$ cat src/sideband_pkg.sv
// Constants, types and the byte map shared by the sideband control block.
// Assumes a single 100 MHz clock; all pin inputs already synchronous to it.
package sideband_pkg;

  // Clock and timing
  localparam int unsigned CLK_MHZ          = 100;
  localparam int unsigned RESET_MIN_NS     = 10000;  // Minimum reset pulse on the pin
  localparam int unsigned RESET_MIN_CYC    = (RESET_MIN_NS * CLK_MHZ + 999) / 1000;
  localparam int unsigned INIT_NS          = 2000;   // Internal settle time after reset
  localparam int unsigned INIT_CYC         = (INIT_NS * CLK_MHZ) / 1000;
  localparam int unsigned CNT_W            = 11;

  // 2-wire slave address, arbitrary default
  localparam logic [6:0]  DEV_ADDR         = 7'h50;

  // 2-wire byte map
  localparam logic [7:0]  MAP_STATUS       = 8'h00;
  localparam logic [7:0]  MAP_FLAGS        = 8'h01;
  localparam logic [7:0]  MAP_CONTROL      = 8'h02;
  localparam logic [7:0]  MAP_MASK         = 8'h03;
  localparam logic [7:0]  CONTROL_RESET    = 8'h00;
  localparam logic [7:0]  MASK_RESET       = 8'h00;
  localparam int unsigned FLAG_RESET_DONE  = 0;
  localparam int unsigned CTRL_FORCE_LP    = 0;

  // Avalon register byte offsets
  localparam logic [3:0]  REG_STATUS       = 4'h0;
  localparam logic [3:0]  REG_IRQ_STAT     = 4'h4;
  localparam logic [3:0]  REG_IRQ_MASK     = 4'h8;
  localparam logic [3:0]  REG_FAULT_SET    = 4'hc;
  localparam logic [3:0]  IRQ_RESET        = 4'h0;

  // Avalon event bits
  localparam int unsigned EV_RESET_DONE    = 0;
  localparam int unsigned EV_PIN_RESET     = 1;
  localparam int unsigned EV_HOST_WRITE    = 2;
  localparam int unsigned EV_ALERT_CLEAR   = 3;

  // Sampled pin with its edges
  typedef struct packed {
    logic level;
    logic rise;
    logic fall;
  } pin_evt_t;

  typedef enum logic [1:0] {MOD_RUN, MOD_RESET, MOD_INIT} mod_state_t;
  typedef enum logic [2:0] {TW_IDLE, TW_ADDR, TW_ADDR_ACK, TW_WDATA, TW_WACK,
                            TW_RDATA, TW_RACK} tw_state_t;

  // Any flag left unmasked
  function automatic logic pending(input logic [7:0] flags, input logic [7:0] mask);
    pending = |(flags & ~mask);
  endfunction : pending

endpackage : sideband_pkg

$ cat src/line_sampler.sv
// Registers one pin and reports its level with rise and fall pulses.
// Assumes the pin is already synchronous to mclk_i.
`timescale 1ns/100ps
module line_sampler
  import sideband_pkg::*;
(
  input  wire logic     mclk_i,
  input  wire logic     reset_n_i,
  input  wire logic     pin_i,
  output pin_evt_t      evt_o
);

  logic level_q;
  logic prev_q;

  // Idle level of both 2-wire lines is high
  always_ff @(posedge mclk_i or negedge reset_n_i)
  begin
    if (!reset_n_i)
    begin
      level_q <= 1'b1;
      prev_q  <= 1'b1;
    end
    else
    begin
      level_q <= pin_i;
      prev_q  <= level_q;
    end
  end

  assign evt_o.level = level_q;
  assign evt_o.rise  = level_q & ~prev_q;
  assign evt_o.fall  = ~level_q & prev_q;

endmodule : line_sampler

$ cat src/pulse_qualifier.sv
// Qualifies an active-low pin: asserts once it has been low long enough.
// Assumes a synchronous pin; glitches shorter than the minimum are dropped.
`timescale 1ns/100ps
module pulse_qualifier
  import sideband_pkg::*;
(
  input  wire logic     mclk_i,
  input  wire logic     reset_n_i,
  input  wire logic     pin_n_i,
  output logic          held_o
);

  logic [CNT_W-1:0] low_cnt_q;

  // Count low cycles, saturate at the minimum width
  always_ff @(posedge mclk_i or negedge reset_n_i)
  begin
    if (!reset_n_i)
    begin
      low_cnt_q <= '0;
      held_o    <= 1'b0;
    end
    else if (pin_n_i)
    begin
      low_cnt_q <= '0;
      held_o    <= 1'b0;
    end
    else if (low_cnt_q < CNT_W'(RESET_MIN_CYC))
      low_cnt_q <= low_cnt_q + 1'b1;
    else
      held_o    <= 1'b1;
  end

endmodule : pulse_qualifier

$ cat src/sideband_ctrl.sv
// Sideband control of a pluggable cable module: select-gated 2-wire slave,
// reset pin handling, open-drain alert, presence and low-power control.
// Assumes synchronous pins, a host-side pull-up on the alert and SDA lines
// and an Avalon-MM master on the local side.
//
// Contract
// - Answer 2-wire commands only while selected low
// - Deselected: ignore bus, never drive SDA
// - Undriven select reads as deselected high
// - Long reset pulse restores settable state defaults
// - Reset completion raises an interrupt flag
// - Alert is open-drain, low on attention
// - Presence output tied low inside module
`timescale 1ns/100ps
module sideband_ctrl
  import sideband_pkg::*;
(
  input  wire logic        mclk_i,
  input  wire logic        reset_n_i,
  // Edge connector pins
  input  wire logic        bus_select_n_i,
  input  wire logic        module_reset_n_i,
  input  wire logic        low_power_request_i,
  input  wire logic        scl_i,
  input  wire logic        sda_i,
  output logic             sda_o,
  output logic             sda_oe_o,
  output logic             attention_alert_n_o,
  output logic             attention_alert_n_oe_o,
  output logic             presence_detect_n_o,
  output logic             low_power_active_o,
  // Avalon-MM slave
  input  wire logic [3:0]  avs_address_i,
  input  wire logic        avs_read_i,
  input  wire logic        avs_write_i,
  input  wire logic [31:0] avs_writedata_i,
  input  wire logic [3:0]  avs_byteenable_i,
  output logic [31:0]      avs_readdata_o,
  output logic             avs_waitrequest_o,
  output logic             irq_o
);

  pin_evt_t   scl;
  pin_evt_t   sda;
  logic       pin_reset;
  logic       selected;
  mod_state_t mod_q;
  logic [CNT_W-1:0] init_cnt_q;
  logic       reset_done;
  logic       busy;
  tw_state_t  tw_q;
  logic [3:0] bit_cnt_q;
  logic [7:0] shift_q;
  logic [7:0] out_q;
  logic [7:0] ptr_q;
  logic       rw_q;
  logic       first_q;
  logic       nack_q;
  logic       drive_q;
  logic [7:0] flags_q;
  logic [7:0] control_q;
  logic [7:0] mask_q;
  logic       start_ev;
  logic       stop_ev;
  logic       tw_write;
  logic       flags_read;
  logic [7:0] rd_byte;
  logic [7:0] fault_set;
  logic       alert;
  logic       alert_q;
  logic       ack_q;
  logic       bus_req;
  logic       bus_done;
  logic [3:0] irq_stat_q;
  logic [3:0] irq_mask_q;
  logic [3:0] irq_set;

  line_sampler u_scl (
    .mclk_i    (mclk_i),
    .reset_n_i (reset_n_i),
    .pin_i     (scl_i),
    .evt_o     (scl)
  );

  line_sampler u_sda (
    .mclk_i    (mclk_i),
    .reset_n_i (reset_n_i),
    .pin_i     (sda_i),
    .evt_o     (sda)
  );

  pulse_qualifier u_rst (
    .mclk_i    (mclk_i),
    .reset_n_i (reset_n_i),
    .pin_n_i   (module_reset_n_i),
    .held_o    (pin_reset)
  );

  // A floating select sits high on its pull-up, so only a firm low selects
  assign selected = (bus_select_n_i == 1'b0);

  // Module reset sequence; power-up after insertion also runs the init phase
  always_ff @(posedge mclk_i or negedge reset_n_i)
  begin
    if (!reset_n_i)
    begin
      mod_q      <= MOD_INIT;
      init_cnt_q <= '0;
    end
    else
    begin
      case (mod_q)
        MOD_RUN:
        begin
          if (pin_reset)
            mod_q <= MOD_RESET;
        end
        MOD_RESET:
        begin
          init_cnt_q <= '0;
          if (!pin_reset)
            mod_q <= MOD_INIT;
        end
        MOD_INIT:
        begin
          if (pin_reset)
            mod_q <= MOD_RESET;
          else if (init_cnt_q >= CNT_W'(INIT_CYC))
            mod_q <= MOD_RUN;
          else
            init_cnt_q <= init_cnt_q + 1'b1;
        end
        default:
          mod_q <= MOD_INIT;
      endcase
    end
  end

  assign busy       = (mod_q != MOD_RUN);
  assign reset_done = (mod_q == MOD_INIT) && !pin_reset && (init_cnt_q >= CNT_W'(INIT_CYC));

  // A start only counts while SCL is high and the module is selected; a stop needs only SCL high
  assign start_ev = selected && scl.level && sda.fall;
  assign stop_ev  = scl.level && sda.rise;

  // Byte presented to the host on a read
  always_comb
  begin
    rd_byte = 8'h00;
    if (ptr_q == MAP_STATUS)
      rd_byte = {5'h00, low_power_active_o, alert, busy};
    else if (ptr_q == MAP_FLAGS)
      rd_byte = flags_q;
    else if (ptr_q == MAP_CONTROL)
      rd_byte = control_q;
    else if (ptr_q == MAP_MASK)
      rd_byte = mask_q;
  end

  // 2-wire slave: sample on SCL rise, change drive on SCL fall
  always_ff @(posedge mclk_i or negedge reset_n_i)
  begin
    if (!reset_n_i)
    begin
      tw_q      <= TW_IDLE;
      bit_cnt_q <= 4'h0;
      shift_q   <= 8'h00;
      out_q     <= 8'hff;
      rw_q      <= 1'b0;
      first_q   <= 1'b0;
      nack_q    <= 1'b0;
    end
    else if (!selected || busy || stop_ev)
      tw_q <= TW_IDLE;
    else if (start_ev)
    begin
      tw_q      <= TW_ADDR;
      bit_cnt_q <= 4'h0;
    end
    else if (scl.rise)
    begin
      if (tw_q == TW_ADDR || tw_q == TW_WDATA)
      begin
        shift_q   <= {shift_q[6:0], sda.level};
        bit_cnt_q <= bit_cnt_q + 1'b1;
      end
      else if (tw_q == TW_RACK)
        nack_q <= sda.level;
    end
    else if (scl.fall)
    begin
      case (tw_q)
        TW_ADDR:
        begin
          if (bit_cnt_q == 4'h8)
          begin
            rw_q <= shift_q[0];
            tw_q <= (shift_q[7:1] == DEV_ADDR) ? TW_ADDR_ACK : TW_IDLE;
          end
        end
        TW_ADDR_ACK:
        begin
          bit_cnt_q <= 4'h0;
          first_q   <= 1'b1;
          out_q     <= rd_byte;
          tw_q      <= rw_q ? TW_RDATA : TW_WDATA;
        end
        TW_WDATA:
        begin
          if (bit_cnt_q == 4'h8)
          begin
            first_q <= 1'b0;
            tw_q    <= TW_WACK;
          end
        end
        TW_WACK:
        begin
          bit_cnt_q <= 4'h0;
          tw_q      <= TW_WDATA;
        end
        TW_RDATA:
        begin
          out_q     <= {out_q[6:0], 1'b1};
          bit_cnt_q <= bit_cnt_q + 1'b1;
          if (bit_cnt_q == 4'h7)
            tw_q <= TW_RACK;
        end
        TW_RACK:
        begin
          bit_cnt_q <= 4'h0;
          out_q     <= rd_byte;
          tw_q      <= nack_q ? TW_IDLE : TW_RDATA;
        end
        default:
          tw_q <= TW_IDLE;
      endcase
    end
  end

  // Write and read side effects of the 2-wire engine
  assign tw_write   = selected && !busy && !stop_ev && !start_ev && scl.fall
                      && (tw_q == TW_WDATA) && (bit_cnt_q == 4'h8);
  assign flags_read = selected && !busy && !stop_ev && !start_ev && scl.fall
                      && (ptr_q == MAP_FLAGS)
                      && ((tw_q == TW_ADDR_ACK && rw_q) || (tw_q == TW_RACK && !nack_q));

  // Address pointer: first written byte loads it, every data byte advances it
  always_ff @(posedge mclk_i or negedge reset_n_i)
  begin
    if (!reset_n_i)
      ptr_q <= 8'h00;
    else if (busy)
      ptr_q <= 8'h00;
    else if (tw_write)
      ptr_q <= first_q ? shift_q : ptr_q + 1'b1;
    else if (flags_read || (selected && scl.fall && !start_ev && !stop_ev
             && ((tw_q == TW_ADDR_ACK && rw_q) || (tw_q == TW_RACK && !nack_q))))
      ptr_q <= ptr_q + 1'b1;
  end

  // Host-settable bytes return to defaults on any module reset
  always_ff @(posedge mclk_i or negedge reset_n_i)
  begin
    if (!reset_n_i)
    begin
      control_q <= CONTROL_RESET;
      mask_q    <= MASK_RESET;
    end
    else if (mod_q == MOD_RESET)
    begin
      control_q <= CONTROL_RESET;
      mask_q    <= MASK_RESET;
    end
    else if (tw_write && !first_q)
    begin
      if (ptr_q == MAP_CONTROL)
        control_q <= shift_q;
      else if (ptr_q == MAP_MASK)
        mask_q <= shift_q;
    end
  end

  // Sticky flags: set wins over the clear of a read
  assign fault_set = (avs_write_i && ack_q && avs_address_i == REG_FAULT_SET
                      && avs_byteenable_i[0]) ? avs_writedata_i[7:0] : 8'h00;

  always_ff @(posedge mclk_i or negedge reset_n_i)
  begin
    if (!reset_n_i)
      flags_q <= 8'h00;
    else
    begin
      flags_q <= ((flags_read ? 8'h00 : flags_q) | fault_set);
      if (reset_done)
        flags_q[FLAG_RESET_DONE] <= 1'b1;
    end
  end

  // Open-drain alert: only ever pulls low, the host pull-up raises it
  assign alert = pending(flags_q, mask_q);

  always_ff @(posedge mclk_i or negedge reset_n_i)
  begin
    if (!reset_n_i)
      alert_q <= 1'b0;
    else
      alert_q <= alert;
  end

  assign attention_alert_n_o    = 1'b0;
  assign attention_alert_n_oe_o = alert_q;

  // SDA pulled low for an ack or a zero data bit, released otherwise
  always_ff @(posedge mclk_i or negedge reset_n_i)
  begin
    if (!reset_n_i)
      drive_q <= 1'b0;
    else
      drive_q <= (tw_q == TW_ADDR_ACK) || (tw_q == TW_WACK)
                 || (tw_q == TW_RDATA && !out_q[7]);
  end

  // Deselect cuts the drive at once, not a cycle later
  assign sda_o    = 1'b0;
  assign sda_oe_o = drive_q && selected && !busy;

  // Presence is a ground strap
  assign presence_detect_n_o = 1'b0;

  // Low power held by the pin, a host override, or an unfinished reset
  always_ff @(posedge mclk_i or negedge reset_n_i)
  begin
    if (!reset_n_i)
      low_power_active_o <= 1'b1;
    else
      low_power_active_o <= low_power_request_i || control_q[CTRL_FORCE_LP] || busy;
  end

  // Avalon: one wait cycle, answer at the second edge of the request
  assign bus_req           = avs_read_i || avs_write_i;
  assign bus_done          = bus_req && ack_q;
  assign avs_waitrequest_o = bus_req && !ack_q;

  always_ff @(posedge mclk_i or negedge reset_n_i)
  begin
    if (!reset_n_i)
    begin
      ack_q          <= 1'b0;
      avs_readdata_o <= 32'h0000_0000;
    end
    else
    begin
      ack_q <= bus_req && !ack_q;
      if (avs_read_i && !ack_q)
      begin
        if (avs_address_i == REG_STATUS)
          avs_readdata_o <= {24'h00_0000, tw_q != TW_IDLE, selected,
                             low_power_active_o, alert_q, 2'(mod_q), busy, reset_done};
        else if (avs_address_i == REG_IRQ_STAT)
          avs_readdata_o <= {28'h000_0000, irq_stat_q};
        else if (avs_address_i == REG_IRQ_MASK)
          avs_readdata_o <= {28'h000_0000, irq_mask_q};
        else if (avs_address_i == REG_FAULT_SET)
          avs_readdata_o <= {24'h00_0000, flags_q};
        else
          avs_readdata_o <= 32'h0000_0000;
      end
    end
  end

  // Local events; alert release is seen as the alert falling away
  assign irq_set = {alert_q && !alert, tw_write && !first_q, pin_reset && mod_q == MOD_RUN,
                    reset_done};

  // Sticky status, read-to-clear, new events win
  always_ff @(posedge mclk_i or negedge reset_n_i)
  begin
    if (!reset_n_i)
    begin
      irq_stat_q <= IRQ_RESET;
      irq_mask_q <= IRQ_RESET;
    end
    else
    begin
      if (bus_done && avs_read_i && avs_address_i == REG_IRQ_STAT)
        irq_stat_q <= (irq_stat_q & ~avs_readdata_o[3:0]) | irq_set;  // Unreported bits kept
      else
        irq_stat_q <= irq_stat_q | irq_set;
      if (bus_done && avs_write_i && avs_address_i == REG_IRQ_MASK && avs_byteenable_i[0])
        irq_mask_q <= avs_writedata_i[3:0];
    end
  end

  // Mask bit set enables the source
  assign irq_o = |(irq_stat_q & irq_mask_q);

endmodule : sideband_ctrl

$ cat config.mk
export PLATFORM = sky130hd
export DESIGN_NAME = sideband_ctrl
export DESIGN_NICKNAME = d
export VERILOG_FILES = /design/src/sideband_pkg.sv /design/src/line_sampler.sv /design/src/pulse_qualifier.sv /design/src/sideband_ctrl.sv
export SDC_FILE = /design/constraint.sdc
export NUM_CORES = 1
export LEC_CHECK = 0
export ABC_AREA = 1
export BUFFER_PORTS_ARGS = -buffer_cell sky130_fd_sc_hd__buf_4
export CORE_ASPECT_RATIO = 2
export CORE_UTILIZATION = 35
export DETAILED_ROUTE_END_ITERATION = 7
export PLACE_DENSITY = 0.57
export RECOVER_POWER = 50
export SKIP_CTS_REPAIR_TIMING = 1
export SLEW_MARGIN = 5
export SYNTH_ARGS = -nofsm -noshare
export SYNTH_HDL_FRONTEND = slang
export SYNTH_SLANG_ARGS = --single-unit
$ cat constraint.sdc
create_clock -name mclk_i -period 1.9 [get_ports mclk_i]
set_input_delay 0.095 -clock mclk_i [delete_from_list [all_inputs] [get_ports mclk_i]]
set_output_delay 0.095 -clock mclk_i [all_outputs]
set_load 0.05 [all_outputs]
==> results.json <==
{
  "status": "complete, no violations",
  "layout.nets": 930,
  "synth_top_cell_area_share_pct": 38.56,
  "cp_max_fo": 8,
  "cts_sinks": 107,
  "tightest_slew_ns": 0.8438,
  "reg2reg_slack_ns": 0.02,
  "cp-end-kind": "flop",
  "ir_drop_v": 0.0003704,
  "yosysMostFrequentCell": "nand2_1",
  "track_usage_pct": 19.74,
  "setup_viol": 0,
  "die_h_um": 187.7,
  "synth_edf_count": 0,
  "p_sw_mw": 2.040,
  "hold_violations": 0,
  "yosys-top-cells-count": "nand2_1 (182), nand3_1 (99), inv_1 (97)",
  "core_area_um2": 16850,
  "reg2regPathDepth": 11,
  "p_per_area_nw_per_um2": 867.4,
  "path_clk_slew_ns": 0.07,
  "rows": 67,
  "antenna_left": 0,
  "dr.pass1.iters": 4,
  "regArea_um2": 2695,
  "final_cell_area_um2": 7298,
  "cp_slowest_cell": "dfrtp_1",
  "start_util_pct": 35.82,
  "top_layer_used": "met4",
  "yosysWarnings": 0,
  "slew_headroom_pct": 43.75,
  "die_x_um": 94.86,
  "synth_area_leaders": "dfrtp_1 (39%), nand2_1 (11%), nand3_1 (8.2%), dfstp_2 (6.1%), inv_1 (6.0%)",
  "viasPerCell": 5.035,
  "max_freq_mhz": 530.8,
  "multi_input_area_um2": 2935,
  "crit_start": "mod_q[0]",
  "netlist_area_um2": 6036,
  "dp.cells": 1052,
  "wl_per_cell_um": 15.43,
  "place.gp.congestion": 0.8440,
  "drtIter0Drc": 189,
  "routed_wl_mm": 16.65,
  "crit_path_frequent_cell": "nor2_4",
  "seq_area_frac_synth_pct": 44.65,
  "num_antenna_cells": 0,
  "cellLeakagePower_nw": 3.561,
  "holdPathStages": 3,
  "swShare_pct": 32.23,
  "route.met3.wl_um": 402,
  "synthCells": 787,
  "synth_cell_type_count": 35,
  "synth_area_per_cell_um2": 7.669,
  "start_kind": "flop",
  "die_area_um2": 17810,
  "r2r_start": "mod_q[0]",
  "fillCellCount": 1727,
  "clock_latency_ns": 0.36,
  "timing.final.crit_period_ns": 1.884,
  "wl_met2_mm": 9.612,
  "internal_power_mw": 4.290,
  "slowest_delay_ns": 0.39,
  "drt-met1-wl_mm": 5.948,
  "worstPathArrival_ns": 2.13,
  "drv_slew": 0,
  "cts_buffer_depth": 2,
  "drive_gt1_share_pct": 16.97,
  "synth-main-ff-cell": "dfrtp_1",
  "critPathCapture": "mask_q[0]",
  "vias": 5433,
  "hold_path_class": "in -> reg",
  "rr_endpoint": "mask_q[0]",
  "drc_errors": 0,
  "crit_required_ns": 2.15,
  "placed_area_um2": 6704,
  "cts_root_buf": "clkbuf_16",
  "antenna_found_initial": 0,
  "maxCapViolations": 0,
  "final_cell_count_no_fill": 1079,
  "path_class": "reg -> reg",
  "grt-ovfl-total": 0,
  "htreeDepth": 3,
  "rsz0062_at_grt": "yes",
  "p_clk_share_pct": 34.5,
  "async_flop_share_pct": 100.0,
  "p_seq_share_pct": 41.3,
  "grt_max_degree": 40,
  "yosysTopAreaCell": "dfrtp_1",
  "cts_buffers": 9,
  "grt_pass1_wl_mm": 26.69,
  "ioPinCount": 89,
  "grt_pass1_vias": 5467,
  "synth-seq-cells": 107,
  "fin_crit_sh_pct": 99.16,
  "combPwrFrac_pct": 24.2,
  "finalClockSkew_ns": 0.007410,
  "cts_tree": "done",
  "portBuffers": 34,
  "synthToLayoutAreaGrowth_pct": 20.92,
  "path_cells": "inv_2 > ha_4 > inv_4 > nor2_4 > nand3_4 > nor2_4 > nand3_4 > nor2_4 > nand2_4 > nand3_1 > nand2_1",
  "dp_hpwl_mm": 12.72
}
-- worst min-delay path by stage --
stage | startpoint | endpoint | slack, ns
after floorplan | reset_n_i | ack_q | -0.20
final | avs_write_i | ack_q | 0.02
after CTS | reset_n_i | u_rst.low_cnt_q[10] | -0.30
after detailed placement | reset_n_i | ptr_q[4] | 0.09
after global routing | avs_write_i | ack_q | 0.02
after global placement | reset_n_i | ptr_q[5] | 0.09
-- worst max-delay path: cells and delay by family, from the launching register on --
family / cells / cell delay (ns)
adder cells (fa/ha/maj): 1 / 0.15
buffers and inverters: 2 / 0.12
flip-flops: 1 / 0.39
AND/OR/NAND/NOR: 8 / 1.12
-- layout by cell type (no fill, tap or decap), drive strengths merged, types with 14 or more instances in the layout --
cell and instances:
o21ai 64, nand3 102, clkbuf 17, conb 27, ha 14, nand4 27, dfrtp 93, inv 99
a21oi 28, nor2 67, nand2 185, dfstp 14, buf 68
-- sequential cells by signal, indices dropped and copies added, names as in the netlist, 4 cells and up --
| name | cells |
|---|---|
| ptr_q | 8 |
| bit_cnt_q | 4 |
| irq_stat_q | 4 |
| out_q | 8 |
| avs_readdata_o | 8 |
| u_rst.low_cnt_q | 11 |
| control_q | 8 |
| init_cnt_q | 11 |
| mask_q | 8 |
| irq_mask_q | 4 |
| flags_q | 8 |
| shift_q | 8 |
-- per-layer routing --
layer	track usage, %	vias up
li1	-	2691
met1	19.10	2563
met2	38.16	130
met3	3.163	49
met4	10.08	0
met5	0	-
-- power by group through the flow --
stage / Clock, mW / Sequential [mW] / Combinational [mW]
floorplan: 0 / 2.72 / 0.872
global placement: 0 / 2.65 / 1.46
detailed placement: 0 / 2.66 / 1.48
CTS: 2.24 / 2.62 / 1.49
global route: 2.34 / 2.63 / 1.72
finish: 2.18 / 2.62 / 1.53
-- kinds of logic after synthesis --
logic type	share of synthesized area, %
AOI/OAI and AO/OA	10.59
xor gates and xnor gates	1.596
adders and majority gates	2.902
buffers and inverters	10.70
DFF	44.65
other	0.06213
and+or+nand+nor	29.50
-- through the flow --
| stage | setup WS, ns | hold WS (ns) | util (%) | TNS [ns] | total power [mW] |
|---|---|---|---|---|---|
| 2_1_floorplan | 0.07547 | -0.2006 | - | 0 | 3.592 |
| 3_3_place_gp | 0.05295 | 0.09210 | 39.79 | 0 | 4.114 |
| 3_5_place_dp | 0.02633 | 0.08936 | 39.79 | 0 | 4.141 |
| 4_1_cts | 0.001772 | -0.2951 | 41.82 | 0 | 6.344 |
| 5_1_grt | -0.08437 | 0.01969 | 43.31 | -1.169 | 6.692 |
| 6_report | 0.01600 | 0.01855 | 43.31 | 0 | 6.330 |
-- final cells by class --
class | instances | share of cell area, %
repair buffers | 83 | 9.378
clock buffers | 11 | 3.326
flip-flops and latches | 107 | 36.93
clock inverters | 5 | 1.372
multi-input cells | 565 | 40.22
well taps | 207 | 3.549
inverters | 101 | 5.229
Note: power is estimated with default switching activity, not from simulation.
